--- src/core/sci_pkg.sv ---
package sci_pkg;
  // ------------------------------------------------------------
  // Characters
  // ------------------------------------------------------------
  localparam logic [7:0] CH_CR = 8'h0D;
  localparam logic [7:0] CH_SP = 8'h20;
  localparam logic [7:0] CH_BANG = 8'h21;
  localparam logic [7:0] CH_QM = 8'h3F;
  localparam logic [7:0] CH_GT = 8'h3E;
  localparam logic [7:0] CH_AT = 8'h40;
  localparam logic [7:0] CH_0 = 8'h30;
  localparam logic [7:0] CH_1 = 8'h31;
  localparam logic [7:0] CH_2 = 8'h32;
  localparam logic [7:0] CH_9 = 8'h39;
  localparam logic [7:0] CH_UA = 8'h41;
  localparam logic [7:0] CH_UF = 8'h46;
  localparam logic [7:0] CH_UP = 8'h50;
  localparam logic [7:0] CH_LA = 8'h61;
  localparam logic [7:0] CH_LF = 8'h66;
  // ------------------------------------------------------------
  // Use codes and timing
  // ------------------------------------------------------------
  localparam logic [7:0] LED_TASK_CODE = 8'h40;
  localparam logic [7:0] LED_SER2_BLINK = 8'h0C;
  localparam int CLK_HZ = 20000000;
  localparam int HOLD_SEC = 10;
  localparam int HOLD_CYCLES = CLK_HZ * HOLD_SEC;
  localparam int LINE_MAX = 16;
  // ------------------------------------------------------------
  // Types
  // ------------------------------------------------------------
  typedef enum logic [4:0] {
    SCI_NONE, SCI_LOAD, SCI_SAVE, SCI_DIR, SCI_DEL, SCI_RUN, SCI_KILL, SCI_CLEAR,
    SCI_BATCH, SCI_FREE, SCI_GETID, SCI_REV, SCI_LED, SCI_RECONF, SCI_MEMMOD,
    SCI_INIT, SCI_FMT, SCI_GETLED, SCI_PROT, SCI_VERIFY, SCI_WAIT, SCI_UMEM,
    SCI_PT, SCI_PC, SCI_PM, SCI_PL, SCI_PD, SCI_HELP
  } sci_cmd_t;
  typedef enum logic [2:0] {
    SCI_ERR_NONE, SCI_ERR_UNKNOWN, SCI_ERR_ARGS, SCI_ERR_NOFILE, SCI_ERR_MODTYPE, SCI_ERR_INUSE
  } sci_err_t;
  typedef struct packed {
    sci_cmd_t cmd;
    logic [7:0] arg1;
    logic [7:0] arg2;
    logic [7:0] arg3;
    logic [1:0] argc;
  } sci_cmd_word_t;
  typedef struct packed {
    logic valid;
    logic [7:0] data;
  } sci_char_t;
endpackage

--- src/core/sci_interp.sv ---
// Behaviour
// - Attach to port one unless comm-only config or application running.
// - In self-config mode without files, a 10 s reset hold attaches until the button is released.
// - An empty line (carriage return alone) while active sends a "> " prompt.
// - Default mode sends no echo and no text messages other than the "> " prompt for an empty line.
// - Line "!!" enters interactive mode and sends an entry message.
// - Line "!!!" returns to default mode.
// - Line "?" in interactive mode sends the command list.
// - First character selects command; act only on carriage return 0D.
// - One or more spaces separate command and arguments.
// - Optional arguments may be absent; missing mandatory ones reject the line.
// - Decode the single-letter codes, the P two-letter codes and mode strings.
// - Batch file name follows "@" directly; device and extension default.
// - Batch command can report file-not-found and illegal-module-type.
// - LED command takes selector 1 or 2 and a two-digit hex byte.
// - Use code 0C blinks the selected LED on port-two activity.
// - Optional task digit must be a valid task 0 to 0F.
// - With a task number the use code must be 40 hex.
// - Later default events stay until the owning task programs the LED.
// - Clear returns an error while any file is in use.
`timescale 1ns/1ps
`default_nettype none
module sci_interp #(
  parameter int HOLD_COUNT = sci_pkg::HOLD_CYCLES
) (
  input wire logic clock,
  input wire logic rst,
  input wire sci_pkg::sci_char_t rx,
  input wire logic tx_ready,
  input wire logic comm_only_config,
  input wire logic app_running,
  input wire logic self_config_mode,
  input wire logic files_stored,
  input wire logic restart_button,
  input wire logic files_in_use,
  input wire logic batch_not_found,
  input wire logic batch_bad_module,
  input wire logic task_prog_valid,
  input wire logic [3:0] task_prog_id,
  input wire logic [1:0] task_prog_led,
  input wire logic ser2_activity,
  output logic attached,
  output logic interactive,
  output sci_pkg::sci_char_t tx,
  output logic cmd_valid,
  output sci_pkg::sci_cmd_word_t cmd_word,
  output sci_pkg::sci_err_t err_code,
  output logic err_valid,
  output logic [7:0] led_cfg_first,
  output logic [7:0] led_cfg_second,
  output logic [4:0] led_owner_first,
  output logic [4:0] led_owner_second,
  output logic user_led_first,
  output logic user_led_second
);
  import sci_pkg::*;

  // ------------------------------------------------------------
  // Helpers
  // ------------------------------------------------------------
  function automatic logic is_hex(input logic [7:0] c);
    is_hex = (c >= CH_0 && c <= CH_9) || (c >= CH_UA && c <= CH_UF) || (c >= CH_LA && c <= CH_LF);
  endfunction
  function automatic logic [3:0] hex_val(input logic [7:0] c);
    logic [7:0] v;
    v = 8'h00;
    if (c <= CH_9) v = c - CH_0;
    else if (c <= CH_UF) v = c - CH_UA + 8'h0A;
    else v = c - CH_LA + 8'h0A;
    hex_val = v[3:0];
  endfunction

  // ------------------------------------------------------------
  // Attachment and hard-reset hold
  // ------------------------------------------------------------
  logic [31:0] hold_q;
  logic hold_done_q;
  logic hold_hit;
  assign hold_hit = (hold_q == 32'(HOLD_COUNT - 1));
  // Count restart button hold time
  always_ff @(posedge clock) begin
    if (rst || !restart_button) begin
      hold_q <= 32'h0000_0000;
    end else if (!hold_hit) begin
      hold_q <= hold_q + 32'h0000_0001;
    end
  end
  always_ff @(posedge clock) begin
    if (rst) begin
      hold_done_q <= 1'b0;
    end else if (hold_hit && self_config_mode && !files_stored) begin
      hold_done_q <= 1'b1;
    end else if (comm_only_config || app_running) begin
      hold_done_q <= 1'b0;
    end
  end
  logic attach_d;
  assign attach_d = (!comm_only_config && !app_running) || hold_done_q;
  always_ff @(posedge clock) begin
    if (rst) attached <= 1'b0;
    else attached <= attach_d;
  end

  // ------------------------------------------------------------
  // Line buffer
  // ------------------------------------------------------------
  logic [7:0] line_q [LINE_MAX];
  logic [4:0] len_q;
  logic ovf_q;
  logic rx_take, rx_cr;
  assign rx_take = rx.valid && attached;
  assign rx_cr = rx_take && (rx.data == CH_CR);
  always_ff @(posedge clock) begin
    if (rst || rx_cr) begin
      len_q <= 5'd0;
      ovf_q <= 1'b0;
    end else if (rx_take) begin
      if (len_q == 5'(LINE_MAX)) ovf_q <= 1'b1;
      else begin
        line_q[len_q[3:0]] <= rx.data;
        len_q <= len_q + 5'd1;
      end
    end
  end

  // ------------------------------------------------------------
  // Tokeniser: up to three arguments after the command
  // ------------------------------------------------------------
  logic [7:0] tok [3][2];
  logic [1:0] tlen [3];
  logic [1:0] ntok;
  logic tok_long;
  logic [4:0] cstart;
  always_comb begin
    logic in_tok;
    logic [2:0] ti;
    in_tok = 1'b0;
    ti = 3'd0;
    tok_long = 1'b0;
    for (int k = 0; k < 3; k++) begin
      tlen[k] = 2'd0;
      tok[k][0] = 8'h00;
      tok[k][1] = 8'h00;
    end
    cstart = (line_q[0] == CH_UP) ? 5'd2 : 5'd1;
    for (int i = 1; i < LINE_MAX; i++) begin
      if (5'(i) >= cstart && 5'(i) < len_q) begin
        if (line_q[i] == CH_SP) begin
          if (in_tok) ti = ti + 3'd1;
          in_tok = 1'b0;
        end else if (ti < 3'd3) begin
          in_tok = 1'b1;
          if (tlen[ti[1:0]] == 2'd2) tok_long = 1'b1;
          else begin
            tok[ti[1:0]][tlen[ti[1:0]][0]] = line_q[i];
            tlen[ti[1:0]] = tlen[ti[1:0]] + 2'd1;
          end
        end else tok_long = 1'b1;
      end
    end
    ntok = (ti + {2'd0, in_tok} > 3'd3) ? 2'd3 : 2'(ti + {2'd0, in_tok});
  end

  // ------------------------------------------------------------
  // Command decode
  // ------------------------------------------------------------
  logic [7:0] c0, c1;
  logic is_bang2, is_bang3, is_help, is_empty;
  sci_cmd_t dec;
  assign c0 = line_q[0];
  assign c1 = line_q[1];
  assign is_empty = (len_q == 5'd0);
  assign is_bang2 = (len_q == 5'd2) && c0 == CH_BANG && c1 == CH_BANG;
  assign is_bang3 = (len_q == 5'd3) && c0 == CH_BANG && c1 == CH_BANG && line_q[2] == CH_BANG;
  assign is_help = (len_q == 5'd1) && c0 == CH_QM;
  always_comb begin
    dec = SCI_NONE;
    case (c0)
      "L": dec = SCI_LOAD;
      "S": dec = SCI_SAVE;
      "D": dec = SCI_DIR;
      "X": dec = SCI_DEL;
      "R": dec = SCI_RUN;
      "K": dec = SCI_KILL;
      "C": dec = SCI_CLEAR;
      "@": dec = SCI_BATCH;
      "F": dec = SCI_FREE;
      "G": dec = SCI_GETID;
      "H": dec = SCI_REV;
      "B": dec = SCI_LED;
      "U": dec = SCI_RECONF;
      "M": dec = SCI_MEMMOD;
      "I": dec = SCI_INIT;
      "J": dec = SCI_FMT;
      "O": dec = SCI_GETLED;
      "Q": dec = SCI_PROT;
      "V": dec = SCI_VERIFY;
      "W": dec = SCI_WAIT;
      "Y": dec = SCI_UMEM;
      "P": begin
        case (c1)
          "T": dec = SCI_PT;
          "C": dec = SCI_PC;
          "M": dec = SCI_PM;
          "L": dec = SCI_PL;
          "D": dec = SCI_PD;
          default: dec = SCI_NONE;
        endcase
      end
      default: dec = SCI_NONE;
    endcase
  end

  // LED argument checks
  logic led_sel_ok, led_code_ok, led_task_ok, led_code40, led_ok;
  logic [7:0] led_code;
  assign led_sel_ok = tlen[0] == 2'd1 && (tok[0][0] == CH_1 || tok[0][0] == CH_2);
  assign led_code_ok = tlen[1] == 2'd2 && is_hex(tok[1][0]) && is_hex(tok[1][1]);
  assign led_code = {hex_val(tok[1][0]), hex_val(tok[1][1])};
  assign led_task_ok = ntok == 2'd2 || (tlen[2] == 2'd1 && is_hex(tok[2][0]));
  assign led_code40 = ntok == 2'd2 || led_code == LED_TASK_CODE;
  assign led_ok = ntok >= 2'd2 && !tok_long && led_sel_ok && led_code_ok && led_task_ok && led_code40;
  logic batch_ok;
  assign batch_ok = len_q >= 5'd2 && c1 != CH_SP;

  sci_err_t line_err;
  always_comb begin
    line_err = SCI_ERR_NONE;
    if (dec == SCI_NONE || ovf_q) line_err = SCI_ERR_UNKNOWN;
    else if (dec == SCI_LED && !led_ok) line_err = SCI_ERR_ARGS;
    else if (dec == SCI_BATCH && !batch_ok) line_err = SCI_ERR_ARGS;
    else if (dec == SCI_CLEAR && files_in_use) line_err = SCI_ERR_INUSE;
  end

  // ------------------------------------------------------------
  // Line action and text output
  // ------------------------------------------------------------
  logic [1:0] msg_q;
  logic msg_busy;
  logic [6:0] msg_idx_q;
  logic [7:0] msg_char;
  assign msg_busy = msg_q != 2'd0;
  // Message text: 1 prompt, 2 entry banner, 3 help list
  always_comb begin
    msg_char = 8'h00;
    case (msg_q)
      2'd1: msg_char = (msg_idx_q == 7'd0) ? CH_GT : CH_SP;
      2'd2: msg_char = 8'("INTERACTIVE MODE ENTERED type '?' for a list of commands\r\n"
                       >> (8 * (7'd57 - msg_idx_q)));
      default: msg_char = 8'("LSDXRKC@FGHBUMIJOQVWY PT PC PM PL PD !! !!!\r\n" >> (8 * (7'd44 - msg_idx_q)));
    endcase
  end
  logic [6:0] msg_last;
  assign msg_last = (msg_q == 2'd1) ? 7'd1 : (msg_q == 2'd2) ? 7'd57 : 7'd44;

  always_ff @(posedge clock) begin
    if (rst) begin
      interactive <= 1'b0;
      msg_q <= 2'd0;
      msg_idx_q <= 7'd0;
      cmd_valid <= 1'b0;
      cmd_word <= '0;
      err_valid <= 1'b0;
      err_code <= SCI_ERR_NONE;
      tx <= '0;
    end else begin
      cmd_valid <= 1'b0;
      err_valid <= 1'b0;
      tx.valid <= 1'b0;
      if (msg_busy && tx_ready && !tx.valid) begin
        tx.valid <= 1'b1;
        tx.data <= msg_char;
        msg_idx_q <= msg_idx_q + 7'd1;
        if (msg_idx_q == msg_last) msg_q <= 2'd0;
      end
      if (rx_cr && !msg_busy) begin
        msg_idx_q <= 7'd0;
        if (is_bang3) begin
          interactive <= 1'b0;
        end else if (is_bang2) begin
          interactive <= 1'b1;
          msg_q <= 2'd2;
        end else if (is_help && interactive) begin
          msg_q <= 2'd3;
        end else if (is_empty) begin
          msg_q <= 2'd1;
        end else if (line_err != SCI_ERR_NONE) begin
          err_valid <= 1'b1;
          err_code <= line_err;
        end else begin
          cmd_valid <= 1'b1;
          cmd_word.cmd <= dec;
          cmd_word.arg1 <= tok[0][0];
          cmd_word.arg2 <= led_code;
          cmd_word.arg3 <= tok[2][0];
          cmd_word.argc <= ntok;
        end
      end
      if (batch_not_found) begin
        err_valid <= 1'b1;
        err_code <= SCI_ERR_NOFILE;
      end else if (batch_bad_module) begin
        err_valid <= 1'b1;
        err_code <= SCI_ERR_MODTYPE;
      end
    end
  end

  // ------------------------------------------------------------
  // User LED configuration
  // ------------------------------------------------------------
  logic led_wr, led_two;
  assign led_wr = rx_cr && !msg_busy && !is_empty && dec == SCI_LED && line_err == SCI_ERR_NONE;
  assign led_two = tok[0][0] == CH_2;
  always_ff @(posedge clock) begin
    if (rst) begin
      led_cfg_first <= 8'h00;
      led_cfg_second <= 8'h00;
      led_owner_first <= 5'h00;
      led_owner_second <= 5'h00;
    end else if (led_wr) begin
      if (!led_two) begin
        led_cfg_first <= led_code;
        if (ntok == 2'd3) led_owner_first <= {1'b1, hex_val(tok[2][0])};
      end else begin
        led_cfg_second <= led_code;
        if (ntok == 2'd3) led_owner_second <= {1'b1, hex_val(tok[2][0])};
      end
    end else if (task_prog_valid) begin
      if (task_prog_led[0] && led_owner_first == {1'b1, task_prog_id}) led_cfg_first <= 8'h00;
      if (task_prog_led[1] && led_owner_second == {1'b1, task_prog_id}) led_cfg_second <= 8'h00;
    end
  end
  always_ff @(posedge clock) begin
    if (rst) begin
      user_led_first <= 1'b0;
      user_led_second <= 1'b0;
    end else begin
      user_led_first <= ser2_activity && ((led_cfg_first & LED_SER2_BLINK) == LED_SER2_BLINK);
      user_led_second <= ser2_activity && ((led_cfg_second & LED_SER2_BLINK) == LED_SER2_BLINK);
    end
  end
endmodule // sci_interp
`default_nettype wire

--- config.mk ---
export PLATFORM = sky130hd
export DESIGN_NAME = sci_interp
export DESIGN_NICKNAME = d
export VERILOG_FILES = /design/src/core/sci_pkg.sv /design/src/core/sci_interp.sv
export SDC_FILE = /design/constraint.sdc
export NUM_CORES = 1
export LEC_CHECK = 0
export ABC_AREA = 0
export BUFFER_PORTS_ARGS = -buffer_cell sky130_fd_sc_hd__buf_2
export CAP_MARGIN = 10
export CORE_UTILIZATION = 55
export DETAILED_ROUTE_END_ITERATION = 10
export HOLD_SLACK_MARGIN = 0.05
export PLACE_DENSITY_LB_ADDON = 0.1
export SYNTH_ARGS = -nofsm -noshare
export SYNTH_HDL_FRONTEND = slang
export SYNTH_SLANG_ARGS = --single-unit
--- constraint.sdc ---
create_clock -name clock -period 32.3 [get_ports clock]
set_input_delay 6.46 -clock clock [delete_from_list [all_inputs] [get_ports clock]]
set_output_delay 6.46 -clock clock [all_outputs]
set_load 0.02 [all_outputs]
==> flow_metrics.tcl, run 1 <==
set metrics [dict create \
    outcome "finished clean" \
    fillers 3551 \
    syn_to_final_growth_pct 7.69 \
    via_per_inst 6.49 \
    syn_area_per_cell_um2 7.95 \
    initial_core_util 0.559 \
    worstPathArrival_ns 28.88 \
    maxCapViolCount 0 \
    grt_pass1_wl_um 110000 \
    ys_warn_count 0 \
    crit_path_max_fanout 32 \
    period_share 0.880 \
    swShare 0.205 \
    clk_pin_slew_ns 0.07 \
    skew_ns 0.0222 \
    die_h_um 200 \
    start_kind "flop" \
    synth_ff_type "edfxtp_1" \
    multi_input_area_um2 14500 \
    synth_edf_count 128 \
    tightest_slew_ns 1.19 \
    fin_setup_tns_ns 0 \
    worstSkewPairLatency_ns 0.54 \
    ant_nets 0 \
    grt_pass1_vias 19700 \
    fin_crit_ns 28.41 \
    synthDistinctLibCells 128 \
    first_pass_iters 6 \
    synthCells 2724 \
    io_buffers 101 \
    num_rows 72 \
    synthTopCellsByArea "edfxtp_1 (18%), dfxtp_1 (11%), nor2_1 (6.5%)" \
    synth-seq-area-share 0.290 \
    drive_gt1_frac 0.113 \
    setup_viol 0 \
    wl_per_cell_um 21.3 \
    path_common_cell "ha_1" \
    core_area_um2 38700 \
    ys_seq_elements 250 \
    p_comb_frac 0.022 \
    regArea_um2 6290 \
    wl_um 69700 \
    postCtsHoldBufs 0 \
    peakVddDrop_mv 0.0433 \
    seq_power_share 0.505 \
    post_cts_buffers 0 \
    async_flop_share 0 \
    cts.path.max_buffers 3 \
    slew_viol_final 0 \
    synth_top_area_frac 0.177 \
    hold_path_class "reg -> reg" \
    die_x_um 200 \
    crit_path_max_incr_delay_ns 0.82 \
    clkPwrFrac 0.473 \
    fin_ws_ns 3.89 \
    yosysTopAreaCell "edfxtp_1" \
    critical_path_class "reg -> reg" \
    drc 0 \
    postLayoutCoreUtil 0.602 \
    hold_violations 0 \
    switchingPower_uw 136 \
    ios 103 \
    pwr_density_cell_nw_per_um2 28.4 \
    clock-sinks 250 \
    worstPathRequired_ns 32.77 \
    pre_cts_ws_ns 4.53 \
    rsz0062_at_grt "no" \
    p_int_uw 527 \
    h-tree-depth 1 \
    syn_area_um2 21700 \
    antenna_found_initial 1 \
    p_leak_uw 0.00910 \
    cp-end-kind "flop" \
    max_freq_mhz 35.2 \
    grt_overflow 0 \
    grt_max_degree 68 \
    cts_made_buffers 25 \
    cts.repair.resized 0 \
    die-area_um2 40200 \
    grt_usage 0.336 \
    crit_slowest_cell "nor4b_1" \
    dr_total_vias 21300 \
    syn_nets 2839 \
    dp_hpwl_um 52900 \
    antennaDiodeCount 0 \
    cts_tree "yes" \
    gp_congestion 1.01 \
    root_buffer "clkbuf_16" \
    drtIter0Drc 2527 \
    max_slew_margin 0.203 \
    final_nets 2856 \
]
[logic make-up (layout without fill, tap and decap cells)]
group,Yosys count,in the layout,share of synthesized area
buf+inv,225,261,0.0434
compound gates,764,764,0.243
simple gates,1143,1143,0.254
mux,164,164,0.0802
other cells,1,1,0.000173
fa+ha+maj,87,87,0.0502
flops,250,250,0.290
xor+xnor,90,90,0.0386
[synth_stat cells, types with 26 or more instances]
master	number
nor2_1	378
nand2_1	299
a21oi_1	187
o21ai_0	154
edfxtp_1	128
dfxtp_1	122
mux2i_1	108
clkbuf_1	94
nand3_1	90
ha_1	87
a211oi_1	78
inv_1	77
nor3_1	55
mux2_2	49
and3_1	48
xor2_1	46
nor4_1	39
xnor2_1	39
nand2b_1	36
a31oi_1	30
o211ai_1	30
a21o_1	29
and2_1	26
[layout by cell type, fill, tap and decap left out, types with 10 or more instances in the layout]
cell       count
nor2_1       378
nand2_1      299
a21oi_1      187
o21ai_0      154
edfxtp_1     128
dfxtp_1      122
mux2i_1      108
buf_2        101
nand3_1       90
ha_1          87
a211oi_1      78
inv_1         77
nor3_1        54
mux2_2        49
and3_1        48
xor2_1        46
xnor2_1       39
nor4_1        37
nand2b_1      36
o211ai_1      30
a31oi_1       30
a21o_1        29
clkbuf_16     27
and2_1        26
nand4_1       24
buf_4         24
o22ai_1       22
nor2b_1       21
o21ai_1       20
a221oi_1      20
or3_1         18
nor4b_1       16
or4_1         12
or2_2         10
a211o_1       10
a22oi_1       10
a2111oi_0     10
[layer usage]
layer  global-route usage  vias to the layer above  wire, µm
met2                0.560                      990     32500
met3               0.0347                      125      4840
met5                    0                        -         0
li1                     -                    10100         -
met1                0.464                    10000     30400
met4               0.0905                        0      1840
[final timing paths]
kind / startpoint / cells past startpoint / to / slack (ns)
max: line_q[2][7] / 104 / cmd_word[7] / 3.89
min: led_cfg_second[0] / 2 / led_cfg_second[0] / 0.46
min reg2reg: led_cfg_second[0] / 2 / led_cfg_second[0] / 0.46
max reg2reg: line_q[2][7] / 104 / cmd_word[7] / 3.89
[area by class of cell]
type | instances | share of cell area
multi-input combinational | 2249 | 0.620
sequential | 250 | 0.269
clock buffer | 34 | 0.0309
timing repair buffer | 125 | 0.0294
tap | 518 | 0.0278
inverter | 90 | 0.0148
clock inverter | 12 | 0.00724
[per-stage QoR]
step | hold slack [ns] | area (µm²) | total power [µW] | std cells
floorplan | 0.441 | 21700 | 348 | 2724
global placement | 0.446 | 22400 | 356 | 3232
detailed placement | 0.450 | 22400 | 356 | 3232
CTS | 0.460 | 23300 | 667 | 3278
global route | 0.483 | 23300 | 679 | 3278
finish | 0.461 | 23300 | 663 | 3278
[flip-flops by register name (all words and copies together), names as in the netlist, 7 cells and up]
signal          cells
led_cfg_second      8
led_cfg_first       8
line_q            128
hold_q             32
msg_idx_q           7
tx                  8
cmd_word           31
[power by group through the flow]
stage               Clock, µW  Combinational [µW]  Sequential, µW
floorplan                   0                6.60             342
global placement            0                14.3             342
detailed placement          0                14.5             342
CTS                       317                14.6             335
global route              328                15.7             335
finish                    314                14.8             335
[critical path: cells and delay by family (launching register included)]
kind                     cells  cell delay (ns)
buffers and inverters        7             1.23
adder cells (fa/ha/maj)     15             3.70
flip-flops                   1             0.38
AND/OR/NAND/NOR             45            12.15
multiplexers                 4             1.47
AO/OA/AOI/OAI               33             9.40
Power figures use the tool's default switching activity.
==> run 2, diff against run 1 <==
CORE_ASPECT_RATIO = 0.75   (was unset)
==> run 2 against run 1 <==
Net effect:
- global-route usage increased by 1.3 points
- flip-flop and latch count unchanged
- count of clock-buffer cells in the layout decreased by 3
- hold slack got worse by 0.0096 ns
- utilization increased by 0.25 points
- critical path type unchanged
- critical endpoint unchanged
==> flow_metrics.tcl, run 2 (synthesis results as in run 1) <==
set metrics [dict create \
    p_comb_frac 0.023 \
    multi_input_area_um2 14500 \
    worstPathArrival_ns 29.35 \
    worst-path-buf-inv 6 \
    ant_nets 0 \
    period_share 0.894 \
    worstSkewPairLatency_ns 0.54 \
    clkPwrFrac 0.469 \
    path_delay_family "simple AND/OR/NAND/NOR gates" \
    reg2reg_depth 104 \
    post_cts_buffers 0 \
    wl_per_cell_um 21.9 \
    reg2reg_to "cmd_word[7]" \
    placed_cell_area_um2 22400 \
    rsz0062_at_grt "no" \
    h-tree-depth 1 \
    drtIter0Drc 2552 \
    max_slew_margin 0.181 \
    hold_path_depth 2 \
    regArea_um2 6290 \
    final_cell_mix "nor2_1 (378), nand2_1 (299), a21oi_1 (187)" \
    max_freq_mhz 34.6 \
    slew_viol_final 0 \
    postCtsHoldBufs 0 \
    final_nets 2858 \
    antennaDiodeCount 0 \
    cts_tree "yes" \
    r2r_slack_ns 3.42 \
    initial_core_util 0.562 \
    first_pass_iters 6 \
    via_per_inst 6.60 \
    grt_max_degree 80 \
    core_area_um2 38600 \
    fillers 3414 \
    grt_overflow 0 \
    hold_path_class "reg -> reg" \
    pwr_density_cell_nw_per_um2 28.2 \
    drc 0 \
    fin_setup_tns_ns 0 \
    antenna_found_initial 0 \
    ios 103 \
    cts_made_buffers 25 \
    cts.repair.resized 0 \
    path_common_cell "ha_1" \
    p_int_uw 516 \
    tightest_slew_ns 1.23 \
    io_buffers 101 \
    gp_congestion 0.975 \
    drive_gt1_frac 0.116 \
    skew_ns 0.0115 \
    total_power_uw 658 \
    fin_area_um2 23300 \
    worstPathRequired_ns 32.77 \
    syn_to_final_growth_pct 7.63 \
    dp_hpwl_um 55300 \
    postLayoutCoreUtil 0.605 \
    p_leak_uw 0.00912 \
    dr_total_vias 21600 \
    fin_crit_ns 28.88 \
    die_x_um 231 \
    die_h_um 174 \
    largest_register_ff_count 128 \
    cp-end-kind "flop" \
    min_from "led_cfg_second[6]" \
    crit_slowest_cell "nor3_2" \
    wl_um 71600 \
    swShare 0.216 \
    clk_pin_slew_ns 0.07 \
    fin_ws_ns 3.42 \
    switchingPower_uw 142 \
    critical_path_class "reg -> reg" \
    final_common_cell "nor2_1" \
    root_buffer "clkbuf_16" \
    crit_cells 104 \
    seq_power_share 0.509 \
    crit_path_max_incr_delay_ns 0.85 \
    die-area_um2 40200 \
    hold_violations 0 \
    r2r-start "len_q[4]" \
    grt_usage 0.349 \
    start_kind "flop" \
    num_rows 62 \
    clock-sinks 250 \
    peakVddDrop_mv 0.0492 \
    cts.path.max_buffers 3 \
    maxCapViolCount 0 \
    pre_cts_ws_ns 4.28 \
    outcome "finished clean" \
    setup_viol 0 \
    grt_pass1_wl_um 112000 \
    whs_endpoint "led_cfg_second[6]" \
    crit_path_max_fanout 34 \
    grt_pass1_vias 19700 \
]
run 2: changes by cell type in the layout (fill, tap and decap cells not counted), sizes merged:
cell	before	now
buf	125	127
bufinv	4	2
clkbuf	34	31
clkinv	6	13
clkinvlp	2	0
inv	90	89
run 2: worst max path at each step:
| stage | startpoint | to |
|---|---|---|
| final | len_q[4] | cmd_word[7] |
| after global routing | len_q[4] | cmd_word[7] |
| after CTS | len_q[4] | cmd_word[7] |
| after detailed placement | len_q[4] | cmd_word[7] |
| after global placement | line_q[2][7] | cmd_word[7] |
| after floorplan | line_q[2][7] | cmd_word[12] |
run 2: area by class of cell:
class / instances / area share
Inverter: 90 / 0.0148
Tap cell: 512 / 0.0275
Sequential cell: 250 / 0.270
Clock buffer: 31 / 0.0314
Clock inverter: 14 / 0.00596
Multi-Input combinational cell: 2249 / 0.621
Timing Repair Buffer: 127 / 0.0300
run 2: through the flow:
| stage | hold WS [ns] | instances |
|---|---|---|
| 2_1_floorplan | 0.441 | 2724 |
| 3_3_place_gp | 0.440 | 3228 |
| 3_5_place_dp | 0.446 | 3228 |
| 4_1_cts | 0.456 | 3273 |
| 5_1_grt | 0.483 | 3273 |
| 6_report | 0.452 | 3273 |
run 2: per-layer routing:
layer | part of all wire | track usage | up-vias | wire length, µm
met5 | 0 | 0 | - | 0
met4 | 0.018 | 0.0640 | 0 | 1310
li1 | - | - | 10100 | -
met3 | 0.099 | 0.0576 | 116 | 7120
met2 | 0.41 | 0.505 | 1089 | 29600
met1 | 0.47 | 0.541 | 10200 | 33600
run 2: worst register-to-register path, delay by kind of cell, from the launching register on:
kind                       cells  cell delay, ns
DFF                            1            0.56
adders and majority gates     15            3.81
muxes                          4            1.47
and+or+nand+nor               46           12.42
AOI/OAI and AO/OA             33            9.41
buffers and inverters          6            1.11
run 2: power by group through the flow:
| stage | combinational (µW) | sequential (µW) | clock [µW] |
|---|---|---|---|
| 2_1_floorplan | 6.60 | 342 | 0 |
| 3_3_place_gp | 14.1 | 342 | 0 |
| 3_5_place_dp | 14.6 | 342 | 0 |
| 4_1_cts | 14.6 | 335 | 311 |
| 5_1_grt | 16.0 | 335 | 323 |
| 6_report | 15.1 | 335 | 308 |
